## config.mk

```make
export PLATFORM = sky130hd
export DESIGN_NAME = bsc_chain
export DESIGN_NICKNAME = d
export VERILOG_FILES = /design/src/bsc_pkg.sv /design/src/bsc_tap.sv /design/src/bsc_chain.sv
export VERILOG_INCLUDE_DIRS = /design/src
export SDC_FILE = /design/constraint.sdc
export NUM_CORES = 1
export LEC_CHECK = 0
export BUFFER_PORTS_ARGS = -buffer_cell sky130_fd_sc_hd__buf_4
export CAP_MARGIN = 30
export CORE_MARGIN = 2
export CORE_UTILIZATION = 55
export CTS_BUF_LIST = sky130_fd_sc_hd__clkbuf_2
export CTS_CLUSTER_SIZE = 28
export DETAILED_ROUTE_END_ITERATION = 8
export GPL_TIMING_DRIVEN = 1
export HOLD_SLACK_MARGIN = 0.03
export PLACE_DENSITY = 0.79
export SYNTH_ARGS = -nofsm -noshare
export SYNTH_HDL_FRONTEND = slang
export SYNTH_SLANG_ARGS = --single-unit
```

## constraint.sdc

```tcl
create_clock -name ref_clk -period 2.5 [get_ports ref_clk]
set_clock_uncertainty 0.15 [all_clocks]
set_input_delay 0.125 -clock ref_clk [delete_from_list [all_inputs] [get_ports ref_clk]]
set_output_delay 0.125 -clock ref_clk [all_outputs]
set_load 0.05 [all_outputs]
```

## src/bsc_cfg.svh

```systemverilog
// Constants for the boundary-scan chain: widths, opcodes and field layouts
`ifndef BSC_CFG_SVH
`define BSC_CFG_SVH
`define BSC_IR_W         4
`define BSC_DR_W         32
`define BSC_TAP_COUNT    3
`define BSC_BSCAN_TAPS   2
`define BSC_CHIP_TAP     2
`define BSC_OP_ACCESS    4'h0
`define BSC_OP_DEVICE_IDENTIFICATION    4'h1
`define BSC_OP_USERCODE  4'h2
`define BSC_OP_BYPASS    4'hF
`define BSC_IR_CAPTURE   4'h1
`define BSC_ID_MARK      1'b1
`define BSC_VER_W        4
`define BSC_PART_W       16
`define BSC_MFR_W        11
`define BSC_UID_W        10
`define BSC_UNUSED_W     4
`define BSC_REV_W        18
`define BSC_SEC_UID_HI   31
`define BSC_SEC_UID_LO   22
`define BSC_UNUSED_VAL   4'h0
`define BSC_VER_VAL      4'h0
`define BSC_PART_VAL     16'h0001
`define BSC_MFR_VAL      11'h001
`define BSC_REV_VAL      18'h00001
`endif

```

## src/bsc_pkg.sv

```systemverilog
// Types shared by the boundary-scan chain modules
`default_nettype none
`include "bsc_cfg.svh"
package bsc_pkg;
  typedef enum logic [3:0] {
    TAP_RESET, TAP_IDLE,
    SEL_DR, CAP_DR, SH_DR, EX1_DR, PAU_DR, EX2_DR, UPD_DR,
    SEL_IR, CAP_IR, SH_IR, EX1_IR, PAU_IR, EX2_IR, UPD_IR
  } bsc_fsm_e;

  typedef struct packed {
    logic rise;
    logic fall;
    logic tms;
    logic tdi;
  } bsc_link_s;

  typedef struct packed {
    logic data;
    logic en;
  } bsc_tdo_s;

  typedef struct packed {
    bsc_fsm_e              fsm;
    logic [`BSC_IR_W-1:0]  ir;
    logic [`BSC_IR_W-1:0]  ir_sr;
    logic [`BSC_DR_W-1:0]  dr_sr;
    logic [`BSC_DR_W-1:0]  upd;
    bsc_tdo_s              tdo;
    logic                  upd_stb;
  } bsc_tap_st_s;
endpackage : bsc_pkg
`default_nettype wire

```

## src/bsc_tap.sv

```systemverilog
// One test access port: standard state machine, 4-bit IR, 32-bit DR
`timescale 1ns/1ns
`default_nettype none
`include "bsc_cfg.svh"
module bsc_tap
  import bsc_pkg::*;
#(
  parameter int IR_W = `BSC_IR_W,
  parameter int DR_W = `BSC_DR_W
)(
  input  wire logic            ref_clk,
  input  wire logic            rstn,
  input  wire bsc_link_s       link,
  input  wire logic [DR_W-1:0] cap_word,
  input  wire logic [DR_W-1:0] id_word,
  input  wire logic [DR_W-1:0] user_word,
  output bsc_tdo_s             tdo,
  output logic      [DR_W-1:0] upd_word,
  output logic                 upd_stb,
  output logic                 access_sel
);
  if (IR_W != `BSC_IR_W || DR_W != `BSC_DR_W)
    $error("bsc_tap: widths must match the chain constants");

  bsc_tap_st_s s;
  bsc_tap_st_s next_s;
  logic        wide_dr;

  function automatic bsc_fsm_e fsm_step(input bsc_fsm_e st, input logic tms);
    unique case (st)
      TAP_RESET: fsm_step = tms ? TAP_RESET : TAP_IDLE;
      TAP_IDLE:  fsm_step = tms ? SEL_DR : TAP_IDLE;
      SEL_DR:    fsm_step = tms ? SEL_IR : CAP_DR;
      CAP_DR:    fsm_step = tms ? EX1_DR : SH_DR;
      SH_DR:     fsm_step = tms ? EX1_DR : SH_DR;
      EX1_DR:    fsm_step = tms ? UPD_DR : PAU_DR;
      PAU_DR:    fsm_step = tms ? EX2_DR : PAU_DR;
      EX2_DR:    fsm_step = tms ? UPD_DR : SH_DR;
      UPD_DR:    fsm_step = tms ? SEL_DR : TAP_IDLE;
      SEL_IR:    fsm_step = tms ? TAP_RESET : CAP_IR;
      CAP_IR:    fsm_step = tms ? EX1_IR : SH_IR;
      SH_IR:     fsm_step = tms ? EX1_IR : SH_IR;
      EX1_IR:    fsm_step = tms ? UPD_IR : PAU_IR;
      PAU_IR:    fsm_step = tms ? EX2_IR : PAU_IR;
      EX2_IR:    fsm_step = tms ? UPD_IR : SH_IR;
      UPD_IR:    fsm_step = tms ? SEL_DR : TAP_IDLE;
    endcase
  endfunction : fsm_step

  // Unknown opcodes fall back to the one-bit bypass path
  assign wide_dr = (s.ir == `BSC_OP_ACCESS) || (s.ir == `BSC_OP_DEVICE_IDENTIFICATION)
                || (s.ir == `BSC_OP_USERCODE);

  always_comb
  begin
    next_s = s;
    next_s.upd_stb = 1'b0;
    if (s.fsm == TAP_RESET)
      next_s.ir = `BSC_OP_DEVICE_IDENTIFICATION; // RL6
    if (link.rise)
    begin
      next_s.fsm = fsm_step(s.fsm, link.tms); // RL2 RL5
      if (s.fsm == CAP_IR)
        next_s.ir_sr = `BSC_IR_CAPTURE;
      if (s.fsm == SH_IR)
        next_s.ir_sr = {link.tdi, s.ir_sr[IR_W-1:1]}; // RL3
      if (s.fsm == CAP_DR)
      begin
        if (s.ir == `BSC_OP_DEVICE_IDENTIFICATION)
          next_s.dr_sr = id_word; // RL6
        else if (s.ir == `BSC_OP_USERCODE)
          next_s.dr_sr = user_word; // RL7
        else if (s.ir == `BSC_OP_ACCESS)
          next_s.dr_sr = cap_word;
        else
          next_s.dr_sr = '0;
      end
      if (s.fsm == SH_DR)
      begin
        if (wide_dr)
          next_s.dr_sr = {link.tdi, s.dr_sr[DR_W-1:1]}; // RL3
        else
          next_s.dr_sr[0] = link.tdi;
      end
    end
    // Output and update on the falling edge, as the standard expects
    if (link.fall)
    begin
      next_s.tdo.en   = (s.fsm == SH_IR) || (s.fsm == SH_DR);
      next_s.tdo.data = (s.fsm == SH_IR) ? s.ir_sr[0]
                      : (s.fsm == SH_DR) ? s.dr_sr[0] : 1'b0;
      if (s.fsm == UPD_IR)
        next_s.ir = s.ir_sr;
      if (s.fsm == UPD_DR && s.ir == `BSC_OP_ACCESS)
      begin
        next_s.upd     = s.dr_sr;
        next_s.upd_stb = 1'b1;
      end
    end
  end

  always_ff @(posedge ref_clk or negedge rstn)
  begin
    if (!rstn)
      s <= '{fsm: TAP_RESET, ir: `BSC_OP_DEVICE_IDENTIFICATION, default: '0};
    else
      s <= next_s;
  end

  assign tdo        = s.tdo;
  assign upd_word   = s.upd;
  assign upd_stb    = s.upd_stb;
  assign access_sel = (s.ir == `BSC_OP_ACCESS);
endmodule : bsc_tap
`default_nettype wire

```

## src/bsc_chain.sv

```systemverilog
// Boundary-scan chain top: two pin TAPs and a chip TAP reaching the tile
//
// Summary of operation
// [RL1] Chain lets a probe load code, run boundary scan, debug, reach OTP.
// [RL2] Two standard-state-machine TAPs give boundary scan of the I/O pins.
// [RL3] Each TAP has a four-bit instruction and thirty-two-bit data register.
// [RL4] A chip-level TAP is also on the chain and reaches the tile.
// [RL5] Five test clocks with mode select high return the logic to reset.
// [RL6] Identification instruction puts the 32-bit identification word on the chain.
// [RL7] Usercode instruction puts the 32-bit usercode word on the chain.
// [RL8] Usercode user field is security bits 31:22; zero when unprogrammed.
// [RL9] Identification word: version, part number, maker code, bit 0 set.
`timescale 1ns/1ns
`default_nettype none
`include "bsc_cfg.svh"
module bsc_chain
  import bsc_pkg::*;
#(
  parameter logic [`BSC_VER_W-1:0]  VERSION  = `BSC_VER_VAL,  // Arbitrary value
  parameter logic [`BSC_PART_W-1:0] PART_NUM = `BSC_PART_VAL, // Arbitrary value
  parameter logic [`BSC_MFR_W-1:0]  MAKER_ID = `BSC_MFR_VAL,  // Arbitrary value
  parameter logic [`BSC_REV_W-1:0]  SI_REV   = `BSC_REV_VAL   // Arbitrary value
)(
  input  wire logic                                   ref_clk,
  input  wire logic                                   rstn,
  input  wire logic                                   tck,
  input  wire logic                                   tms,
  input  wire logic                                   tdi,
  output logic                                        tdo,
  output logic                                        tdo_oe_n,
  input  wire logic [`BSC_BSCAN_TAPS-1:0][`BSC_DR_W-1:0] pin_sense,
  output logic      [`BSC_BSCAN_TAPS-1:0][`BSC_DR_W-1:0] pin_force,
  output logic      [`BSC_BSCAN_TAPS-1:0]             pin_force_en,
  input  wire logic [`BSC_DR_W-1:0]                   security_word,
  input  wire logic [`BSC_DR_W-1:0]                   tile_rd_word,
  output logic      [`BSC_DR_W-1:0]                   tile_wr_word,
  output logic                                        tile_wr_stb
);
  typedef struct packed {
    logic                                         tck_s1;
    logic                                         tck_s2;
    logic                                         tck_s3;
    logic                                         tms_s1;
    logic                                         tms_s2;
    logic                                         tdi_s1;
    logic                                         tdi_s2;
    logic [`BSC_BSCAN_TAPS-1:0][`BSC_DR_W-1:0]    pin_s1;
    logic [`BSC_BSCAN_TAPS-1:0][`BSC_DR_W-1:0]    pin_s2;
    logic [`BSC_BSCAN_TAPS-1:0]                   force_en;
  } bsc_top_st_s;

  bsc_top_st_s                                 s;
  bsc_top_st_s                                 next_s;
  bsc_link_s   [`BSC_TAP_COUNT-1:0]            link;
  bsc_tdo_s    [`BSC_TAP_COUNT-1:0]            tap_tdo;
  logic        [`BSC_TAP_COUNT-1:0][`BSC_DR_W-1:0] cap_word;
  logic        [`BSC_TAP_COUNT-1:0][`BSC_DR_W-1:0] upd_word;
  logic        [`BSC_TAP_COUNT-1:0]            upd_stb;
  logic        [`BSC_TAP_COUNT-1:0]            access_sel;
  logic        [`BSC_DR_W-1:0]                 id_word;
  logic        [`BSC_DR_W-1:0]                 user_word;
  logic        [`BSC_UID_W-1:0]                fused_user_identifier;
  logic                                        tck_rise;
  logic                                        tck_fall;

  // Link pins are asynchronous; two flops before anything reads them
  always_comb
  begin
    next_s          = s;
    next_s.tck_s1   = tck;
    next_s.tck_s2   = s.tck_s1;
    next_s.tck_s3   = s.tck_s2;
    next_s.tms_s1   = tms;
    next_s.tms_s2   = s.tms_s1;
    next_s.tdi_s1   = tdi;
    next_s.tdi_s2   = s.tdi_s1;
    next_s.pin_s1   = pin_sense;
    next_s.pin_s2   = s.pin_s1;
    next_s.force_en = access_sel[`BSC_BSCAN_TAPS-1:0]; // RL2
  end

  always_ff @(posedge ref_clk or negedge rstn)
  begin
    if (!rstn)
      s <= '0;
    else
      s <= next_s;
  end

  // Edges found from the synchronised copies; period must span several clocks
  assign tck_rise = s.tck_s2 & ~s.tck_s3;
  assign tck_fall = ~s.tck_s2 & s.tck_s3;

  assign fused_user_identifier = security_word[`BSC_SEC_UID_HI:`BSC_SEC_UID_LO]; // RL8
  assign id_word   = {VERSION, PART_NUM, MAKER_ID, `BSC_ID_MARK}; // RL9
  assign user_word = {fused_user_identifier, `BSC_UNUSED_VAL, SI_REV}; // RL7

  // Capture sources: pins for the scan TAPs, tile read word for the chip TAP
  assign cap_word[0]             = s.pin_s2[0];
  assign cap_word[1]             = s.pin_s2[1];
  assign cap_word[`BSC_CHIP_TAP] = tile_rd_word; // RL4

  // Serial order: tdi, scan TAP 0, scan TAP 1, chip TAP, tdo
  genvar i;
  for (i = 0; i < `BSC_TAP_COUNT; i++)
  begin : g_tap
    assign link[i].rise = tck_rise;
    assign link[i].fall = tck_fall;
    assign link[i].tms  = s.tms_s2; // RL5
    if (i == 0)
    begin : g_head
      assign link[i].tdi = s.tdi_s2;
    end
    else
    begin : g_body
      assign link[i].tdi = tap_tdo[i-1].data; // RL1
    end

    bsc_tap #(
      .IR_W (`BSC_IR_W),
      .DR_W (`BSC_DR_W)
    ) u_tap (
      .ref_clk    (ref_clk),
      .rstn       (rstn),
      .link       (link[i]),
      .cap_word   (cap_word[i]),
      .id_word    (id_word),
      .user_word  (user_word),
      .tdo        (tap_tdo[i]),
      .upd_word   (upd_word[i]),
      .upd_stb    (upd_stb[i]),
      .access_sel (access_sel[i])
    );
  end

  // Pins forced only while the scan TAP holds the access opcode
  assign pin_force[0]  = upd_word[0];
  assign pin_force[1]  = upd_word[1];
  assign pin_force_en  = s.force_en;

  assign tile_wr_word  = upd_word[`BSC_CHIP_TAP]; // RL4
  assign tile_wr_stb   = upd_stb[`BSC_CHIP_TAP];

  assign tdo      = tap_tdo[`BSC_CHIP_TAP].data;
  assign tdo_oe_n = ~tap_tdo[`BSC_CHIP_TAP].en;
endmodule : bsc_chain
`default_nettype wire

```

==> results.toml, run 1 <==
[timing]
finalSetupViolCount = 0
hold_viol_final = 0
rsz0062_at_grt = "no"
tns_ns = 0
slew_viol_final = 0
min_period_ns = 2.30
fmax_mhz = 435
maxSlewHeadroom_pct = 43.2
worst_pin_slew_ns = 0.852
final.period_utilization_pct = 91.9

[cells_and_area]
fin_cells = 1928
drive_above_1_share_pct = 31.1
nets = 1650
area_growth_pct = 28.5
design_area_mm2 = 0.0191

[yosys]
post-synth-top-count-cell = "dfrtp_1"
synthCells = 1128
synth_flop_cell = "dfrtp_1"
avgSynthCellArea_um2 = 13.2
syn-cell-area_mm2 = 0.0149
async_flop_share_pct = 100
syn_nets = 1261
synth_edf_count = 0
synth_seq_cells = 370
yosysWarnings = 0
yosysTopAreaCellShare_pct = 61.8
ys_top_cells_by_count = "dfrtp_1, buf_4, mux2_2"
yosys.area.top_type = "dfrtp_1"
synth-seq-area-share_pct = 62.4
yosysUniqueCellTypes = 57
yosys-top-cells-area = "dfrtp_1, mux2_2, buf_4"

[floorplan]
core_region_area_mm2 = 0.0267
fp.dieH_um = 168
rows = 60
start_util_pct = 55.6
die-area_mm2 = 0.0283
die_w_um = 168
io_pins = 234

[placement]
gp_congestion = 0.807
placed_area_mm2 = 0.0161
portBuffers = 211
hpwl_um = 20800
dp_cells = 1551

[route]
drcViolationCount = 0
ant_nets = 0
wire_per_inst_um = 19.6
vias = 10693
drtIter0Drc = 876
post_drt_via_cell_ratio = 5.55
drt_first_pass_iters = 6
drt_wl_total_um = 37800

[setup_path]
crit_fanout = 19
required_ns = 3.14
crit_type = "reg2reg"
regToRegSetupSlack_ns = 0.20
cp-end-kind = "register"
cp-start-kind = "register"
critPathArrivalTime_ns = 2.94

[power]
fin_total_pwr_w = 0.0133
ir_drop_uv = 437
power_density_mw_per_mm2 = 698
leakagePower_nw = 9.78

[grt]
grt.total_usage_pct = 27.4
grt_antenna_before_repair = 1
overflow = 0
grt_pass1_wl_um = 61400
grt_pass1_vias = 11381
grt_max_degree = 80

[clock_network]
cts_hold_buf = 214
clk_pin_slew_ns = 0.11
clockBufferDepth = 3
postCtsResizedCells = 0
cts_max_level = 3
cts.sinks = 370
insertion_delay_ns = 0.92
tritoncts = "done"
cts_setup_buffers = 0
cts-root-buf = "clkbuf_2"
numCtsBuffers = 90

[worst_hold_path]
hp-class = "in2reg"

[status]
status = "completed"

[run]
drv_cap = 0
state kept, by name, indices dropped and copies added, names as in the netlist:
register              cells
pin_force_en              2
cap_word                 64
next_s                   68
g_tap.u_tap.s           132
s                         1
g_tap.u_tap.upd_stb       1
link                      2
g_tap.u_tap.tdo           4
g_tap.u_tap.upd_word     96
stage by stage:
stage / util [%] / hold slack, ns / setup slack, ns
finish: 71.4 / 0.0640 / 0.201
global route: 71.4 / 0.0597 / 0.141
CTS: 71.3 / 0.0313 / 0.0169
detailed placement: 60.2 / -0.0133 / 0.251
global placement: 60.2 / -0.0192 / 0.377
floorplan: - / -0.321 / 0.559
worst max-delay path, cell delays in order, from the launching register on:
cell and delay, ns:
dfrtp_1 0.45, nor4_4 0.46, and3_1 0.79, a22o_1 0.25, a21o_1 0.09
layer usage:
metal	vias to the layer above	wire [µm]	GRT usage [%]
met5	-	0	0
met3	87	2890	7.01
met1	5375	15300	35.6
met2	428	18500	44.7
li1	4803	-	-
met4	0	1120	10.6
logic make-up after synthesis:
family                 after synthesis  synth area share (%)
AO/OA/AOI/OAI                      283                  14.2
AND/OR/NAND/NOR                    177                  6.68
buffers and inverters              179                  7.96
multiplexers                       118                  8.78
XOR/XNOR                             1                0.0590
flip-flops                         370                  62.4
layout by cell type (no fill, tap or decap), types with 4 or more instances in the layout:
cell / synthesis / layout
nand2b_1: 5 / 5
clkbuf_2: 1 / 135
nor3b_1: 4 / 4
mux2_1: 25 / 25
nor2b_1: 16 / 15
or2_2: 4 / 4
buf_4: 106 / 244
dlygate4sd3_1: 0 / 213
buf_12: 0 / 5
and3_1: 8 / 8
clkinv_2: 0 / 4
nor3_1: 4 / 4
a21o_1: 59 / 59
mux2_2: 73 / 73
o22ai_1: 8 / 8
nand2_1: 50 / 50
dfrtp_1: 367 / 367
a22oi_1: 10 / 10
a22o_1: 57 / 57
a21oi_1: 33 / 33
mux2i_1: 20 / 20
nor2_1: 42 / 42
inv_1: 11 / 11
a31oi_1: 13 / 13
a221o_1: 30 / 30
nand3_1: 19 / 19
clkinv_1: 0 / 16
a311oi_1: 8 / 8
o21ai_0: 40 / 40
area by class of cell:
type	instances	area, µm²
flip-flops and latches	370	9260
multi-input cells	579	4420
diodes	2	5.00
fillers	1737	7650
clock buffers	135	676
well taps	341	427
repair buffers	465	4110
inverters	11	41.3
clock inverters	25	133
path summary, 6_finish.rpt:
check,startpoint,end,depth (start not counted)
hold / removal,security_word[27],g_tap[0].u_tap.s[62],5
min in group asynchronous,rstn,next_s[31],4
hold reg to reg,next_s[35],cap_word[33],0
max in group asynchronous,rstn,g_tap[1].u_tap.s[53],4
setup / recovery,g_tap[1].u_tap.s[74],g_tap[1].u_tap.s[54],4
setup reg to reg,g_tap[1].u_tap.s[74],g_tap[1].u_tap.s[54],4
report_power, final:
group | total [W] | switching (W) | internal, W
sequential | 0.00694 | 0.000506 | 0.00644
combinational | 0.00235 | 0.00122 | 0.00113
clock | 0.00402 | 0.00248 | 0.00154
Power figures use the tool's default switching activity.
==> inputs of run 2 (changes only) <==
--- a/config.mk
+++ b/config.mk
@@ -16,6 +16,8 @@
 export GPL_TIMING_DRIVEN = 1
 export HOLD_SLACK_MARGIN = 0.03
 export PLACE_DENSITY = 0.79
+export REMOVE_ABC_BUFFERS = 1
+export SETUP_SLACK_MARGIN = 0.4
 export SYNTH_ARGS = -nofsm -noshare
 export SYNTH_HDL_FRONTEND = slang
 export SYNTH_SLANG_ARGS = --single-unit
==> constraint.sdc (replaced) <==
create_clock -name ref_clk -period 2.8 [get_ports ref_clk]
set_clock_uncertainty 0.15 [all_clocks]
set_input_delay 0.14 -clock ref_clk [delete_from_list [all_inputs] [get_ports ref_clk]]
set_output_delay 0.14 -clock ref_clk [all_outputs]
set_load 0.05 [all_outputs]
==> run 2 against run 1 <==
  * First-iteration DRC count fell by 21%
  * Largest power group unchanged
  * Non-clock buffer count rose by 9
  * Largest cell class unchanged
  * Wire length rose by 1.3%
  * Total power fell by 11%
  * Critical endpoint is now g_tap[0].u_tap.s[51]
  * Global-route usage rose by 0.24 points
  * Sequential cell count did not move
  * Critical path depth rose by 3
  * Cell area rose by 0.65%
==> results.toml, run 2 (synthesized netlist as in run 1, its figures left out) <==
[placement]
hpwl_um = 21300
dp_cells = 1550
gp_congestion = 0.818
portBuffers = 211

[power]
leakagePower_nw = 9.78
power_density_mw_per_mm2 = 619
fin_total_pwr_w = 0.0119
ir_drop_uv = 399

[floorplan]
rows = 60
start_util_pct = 55.6
fp.dieH_um = 168
die-area_mm2 = 0.0283
io_pins = 234
die_w_um = 168
core_region_area_mm2 = 0.0267

[setup_path]
regToRegSetupSlack_ns = 0.48
crit_fanout = 11
required_ns = 3.44
crit_type = "reg2reg"
critPathArrivalTime_ns = 2.97
cp-start-kind = "register"
cp-end-kind = "register"
r2r_cells = 7

[cells_and_area]
nets = 1660
final_cell_mix = "dfrtp_1, buf_4, dlygate4sd3_1"
area_growth_pct = 29.3
top_register = "g_tap.u_tap.s"
largest_register_ffs = 132
multi_input_area_mm2 = 0.00446
fin_cells = 1925
final-seq-area_mm2 = 0.00927
layout_commonest_cell = "dfrtp_1"
fin_util_pct = 71.9
nFillCells = 1678
drive_above_1_share_pct = 30.9

[route]
drcViolationCount = 0
vias = 10708
ant_nets = 0
drt_wl_total_um = 38300
wire_per_inst_um = 19.9
drtIter0Drc = 688
post_drt_via_cell_ratio = 5.56
drt_first_pass_iters = 5

[timing]
maxSlewHeadroom_pct = 42.6
hold_ws_ns = 0.0793
slew_viol_final = 0
final.period_utilization_pct = 83.0
fmax_mhz = 430
hold_viol_final = 0
min_period_ns = 2.32
worst_pin_slew_ns = 0.858
rsz0062_at_grt = "no"
finalSetupViolCount = 0

[clock_network]
cts_max_level = 3
numCtsBuffers = 91
cts.sinks = 370
clockBufferDepth = 3
tritoncts = "done"
cts-root-buf = "clkbuf_2"
insertion_delay_ns = 0.91
clk_pin_slew_ns = 0.10

[grt]
grt_pass1_wl_um = 61200
grt_max_degree = 75
grt.total_usage_pct = 27.7
grt_pass1_vias = 11642
overflow = 0
grt_antenna_before_repair = 4

[run]
drv_cap = 0

[worst_hold_path]
hold_depth = 5
hp-class = "in2reg"

[status]
status = "completed"
[run 2: changes by cell type in the layout (fill, tap and decap cells not counted), moves of 2 or more]
| cell | previous run | this run |
|---|---|---|
| clkinv_2 | 4 | 0 |
| diode_2 | 2 | 4 |
| dfrtp_2 | 0 | 4 |
| o21ai_2 | 3 | 0 |
| clkinv_4 | 0 | 2 |
| clkinv_1 | 16 | 12 |
| o21ai_4 | 0 | 3 |
| dlygate4sd3_1 | 213 | 223 |
| clkbuf_2 | 135 | 126 |
| inv_2 | 2 | 0 |
| dfrtp_1 | 367 | 363 |
| inv_6 | 0 | 2 |
[run 2: metrics by stage]
step	setup WS [ns]	area, µm²	setup TNS [ns]
global placement	0.472	16100	0
floorplan	-1.01	13700	-69.83
detailed placement	0.430	16100	0
finish	0.476	19200	0
global route	0.410	19200	0
CTS	0.414	19100	0
[run 2: what timing repair did]
item                       in CTS  in global routing
hold buffers                  223                  0
hold endpoints to repair      489                  0
gates resized for setup         0                 10
buffers inserted                0                  2
setup endpoints to repair       0                 66
[run 2: power breakdown]
group	switching, W	internal (W)	leakage, nW
Combinational	0.00103	0.000995	4.41
Sequential	0.000519	0.00575	4.78
Clock	0.00220	0.00141	0.595
[run 2: final timing paths]
check,end,from
worst min-delay path,g_tap[2].u_tap.s[57],security_word[22]
worst max register to register,g_tap[0].u_tap.s[51],g_tap[0].u_tap.s[78]
max in group asynchronous,next_s[41],rstn
worst max-delay path,g_tap[0].u_tap.s[51],g_tap[0].u_tap.s[78]
worst min register to register,link[1],next_s[132]
min in group asynchronous,g_tap[2].u_tap.s[55],rstn
[run 2: cell type report]
cell class,instances,share of cell area [%]
sequential,370,48.3
multi-input combinational,579,23.2
inverter,11,0.215
antenna,4,0.0521
tap,341,2.22
clock buffer,126,3.28
clock inverter,20,0.854
timing repair buffer,474,21.9
[run 2: per-layer routing]
| layer | global-route usage [%] | vias to the layer above | wire length, µm |
|---|---|---|---|
| met2 | 47.0 | 419 | 19300 |
| met1 | 33.4 | 5405 | 15100 |
| li1 | - | 4798 | - |
| met4 | 11.5 | 0 | 1140 |
| met3 | 7.83 | 86 | 2740 |
| met5 | 0 | - | 0 |
[run 2: worst max-delay path: stages, from the launching register on]
cell,delay (ns)
dfrtp_2,0.47
buf_4,0.18
nor4b_4,0.37
and2_1,0.26
o21ai_4,0.15
buf_4,0.24
buf_4,0.19
a21o_1,0.19
==> inputs of run 3 (changes only) <==
--- a/config.mk
+++ b/config.mk
@@ -9,7 +9,7 @@
 export BUFFER_PORTS_ARGS = -buffer_cell sky130_fd_sc_hd__buf_4
 export CAP_MARGIN = 30
 export CORE_MARGIN = 2
-export CORE_UTILIZATION = 55
+export CORE_UTILIZATION = 53
 export CTS_BUF_LIST = sky130_fd_sc_hd__clkbuf_2
 export CTS_CLUSTER_SIZE = 28
 export DETAILED_ROUTE_END_ITERATION = 8
==> constraint.sdc (replaced) <==
create_clock -name ref_clk -period 1.99 [get_ports ref_clk]
set_clock_uncertainty 0.15 [all_clocks]
set_input_delay 0.0995 -clock ref_clk [delete_from_list [all_inputs] [get_ports ref_clk]]
set_output_delay 0.0995 -clock ref_clk [all_outputs]
set_load 0.05 [all_outputs]
==> run 3 against run 2 <==
  * The flow now finishes with violations (setup timing)
  * Hold slack better by 0.025 ns
  * Highest routed layer unchanged
  * Maximum frequency is 15% higher
  * Clock-buffer cell count is 3 higher
  * Sequential cell count stayed put
  * Die area is 3.7% higher
  * Global-route usage is 2.2 points higher
  * Sequential share of layout area is 4.9 points lower
==> results.toml, run 3 (synthesized netlist as in run 1, its figures left out) <==
[status]
status = "finished with violations"
violations = "setup timing"

[clock_network]
cts-root-buf = "clkbuf_2"
cts_max_level = 3
cts.sinks = 370
clk_pin_slew_ns = 0.14
insertion_delay_ns = 0.94
tritoncts = "done"
numCtsBuffers = 91
clockBufferDepth = 3

[floorplan]
rows = 61
fp.dieH_um = 171
die-area_mm2 = 0.0294
die_w_um = 171
io_pins = 234
core_region_area_mm2 = 0.0277
start_util_pct = 53.6

[cells_and_area]
drive_above_1_share_pct = 39.0
fin_util_pct = 77.2
layout_commonest_cell = "dfrtp_1"
fin_cells = 2096
top_register = "g_tap.u_tap.s"
largest_register_ffs = 132
final_cell_mix = "dfrtp_1, dlygate4sd3_1, buf_4"
area_growth_pct = 44.0
nets = 1782

[timing]
final.period_utilization_pct = 101
rsz0062_at_grt = "yes"
finalSetupViolCount = 1
min_period_ns = 2.02
fmax_mhz = 496
tns_ns = -0.0273
finalWorstSetupSlack_ns = -0.0273
worst_pin_slew_ns = 0.578
maxSlewHeadroom_pct = 61.5
hold_viol_final = 0
slew_viol_final = 0

[route]
drcViolationCount = 0
post_drt_via_cell_ratio = 5.56
drt_wl_total_um = 46000
drt_first_pass_iters = 5
vias = 11654
ant_nets = 0
wire_per_inst_um = 22.0
drtIter0Drc = 787

[grt]
use_met2_pct = 52.9
grt.total_usage_pct = 29.9
overflow = 0
grt_max_degree = 66
grt_most_used_layer = "met2"
grt_pass1_vias = 12585
met1_usage_pct = 33.4
grt_antenna_before_repair = 3
groute.layer.met3.usage_pct = 8.33
grt_pass1_wl_um = 67300

[power]
ir_drop_uv = 582
leakagePower_nw = 10.7
power_density_mw_per_mm2 = 857

[setup_path]
cp-end-kind = "register"
r2r_cells = 7
critPathArrivalTime_ns = 2.71
r2r-start = "g_tap[2].u_tap.s[78]"
required_ns = 2.68
crit_type = "reg2reg"
crit_fanout = 7
r2r_end = "g_tap[2].u_tap.s[44]"
cp-start-kind = "register"
regToRegSetupSlack_ns = -0.03

[run]
drv_cap = 0

[placement]
hpwl_um = 21800
portBuffers = 211
place_ws_ns = -0.0537
gp_congestion = 0.811
dp_cells = 1623

[worst_hold_path]
hp-class = "in2async"
## run 3: changes by cell type in the layout (fill, tap and decap cells not counted), sizes merged
cell / delta
buf: +119
bufbuf: +1
bufinv: -2
clkbuf: +6
clkinv: +10
diode: -1
dlygate4sd3: -3
inv: +2
o21ai: +2
## run 3: layout make-up
class	count	area, µm²
Antenna cell	3	7.51
Fill cell	1510	6310
Sequential cell	370	9280
Inverter	11	41.3
Clock inverter	30	149
Tap cell	378	473
Timing Repair Buffer	594	6050
Multi-Input combinational cell	581	4750
Clock buffer	129	646
## run 3: how the worst max path moves through the flow
| stage | from | end | slack [ns] | depth (start not counted) |
|---|---|---|---|---|
| 4_1_cts | g_tap[2].u_tap.s[78] | g_tap[2].u_tap.s[65] | 0.11 | 6 |
| 3_3_place_gp | g_tap[2].u_tap.s[76] | g_tap[2].u_tap.s[49] | -0.04 | 5 |
| 2_1_floorplan | next_s[134] | g_tap[0].u_tap.s[57] | -1.82 | 3 |
| 3_5_place_dp | g_tap[2].u_tap.s[76] | g_tap[2].u_tap.s[43] | -0.05 | 5 |
| 6_report | g_tap[2].u_tap.s[78] | g_tap[2].u_tap.s[44] | -0.03 | 7 |
| 5_1_grt | g_tap[2].u_tap.s[78] | g_tap[2].u_tap.s[44] | -0.05 | 7 |
## run 3: critical path: stages, from the launching register on
cell       delay, ns
dfrtp_1         0.41
buf_6           0.14
nor4b_4         0.30
buf_4           0.18
and3_4          0.28
clkbuf_16       0.18
a22o_1          0.16
a21o_1          0.18
## run 3: metal layers
| metal | vias to the layer above | share of wire [%] |
|---|---|---|
| met2 | 559 | 51 |
| li1 | 5061 | - |
| met1 | 5849 | 36 |
| met3 | 185 | 7.7 |
| met5 | - | 0 |
| met4 | 0 | 4.7 |
## run 3: metrics by stage
step	hold WS, ns	power, W	cell area (µm²)
finish	0.105	0.0183	21400
global route	0.0841	0.0192	21400
CTS	0.104	0.0172	20300
detailed placement	-0.0551	0.0117	16600
global placement	-0.0588	0.0115	16600
floorplan	-0.346	0.0102	13700
## run 3: what timing repair did
item	in CTS	in global routing
hold buffers	220	0
pin swaps	29	74
endpoints found under the hold margin	489	0
setup buffers	22	54
gates cloned	12	3
endpoints found under the setup margin	312	330
gates resized for setup	72	156
## run 3: power by group
group | leakage [nW] | internal (W) | switching, W
logic | 5.32 | 0.00235 | 0.00223
registers | 4.77 | 0.00810 | 0.000572
clock network | 0.606 | 0.00179 | 0.00329
total | 10.7 | 0.0122 | 0.00610
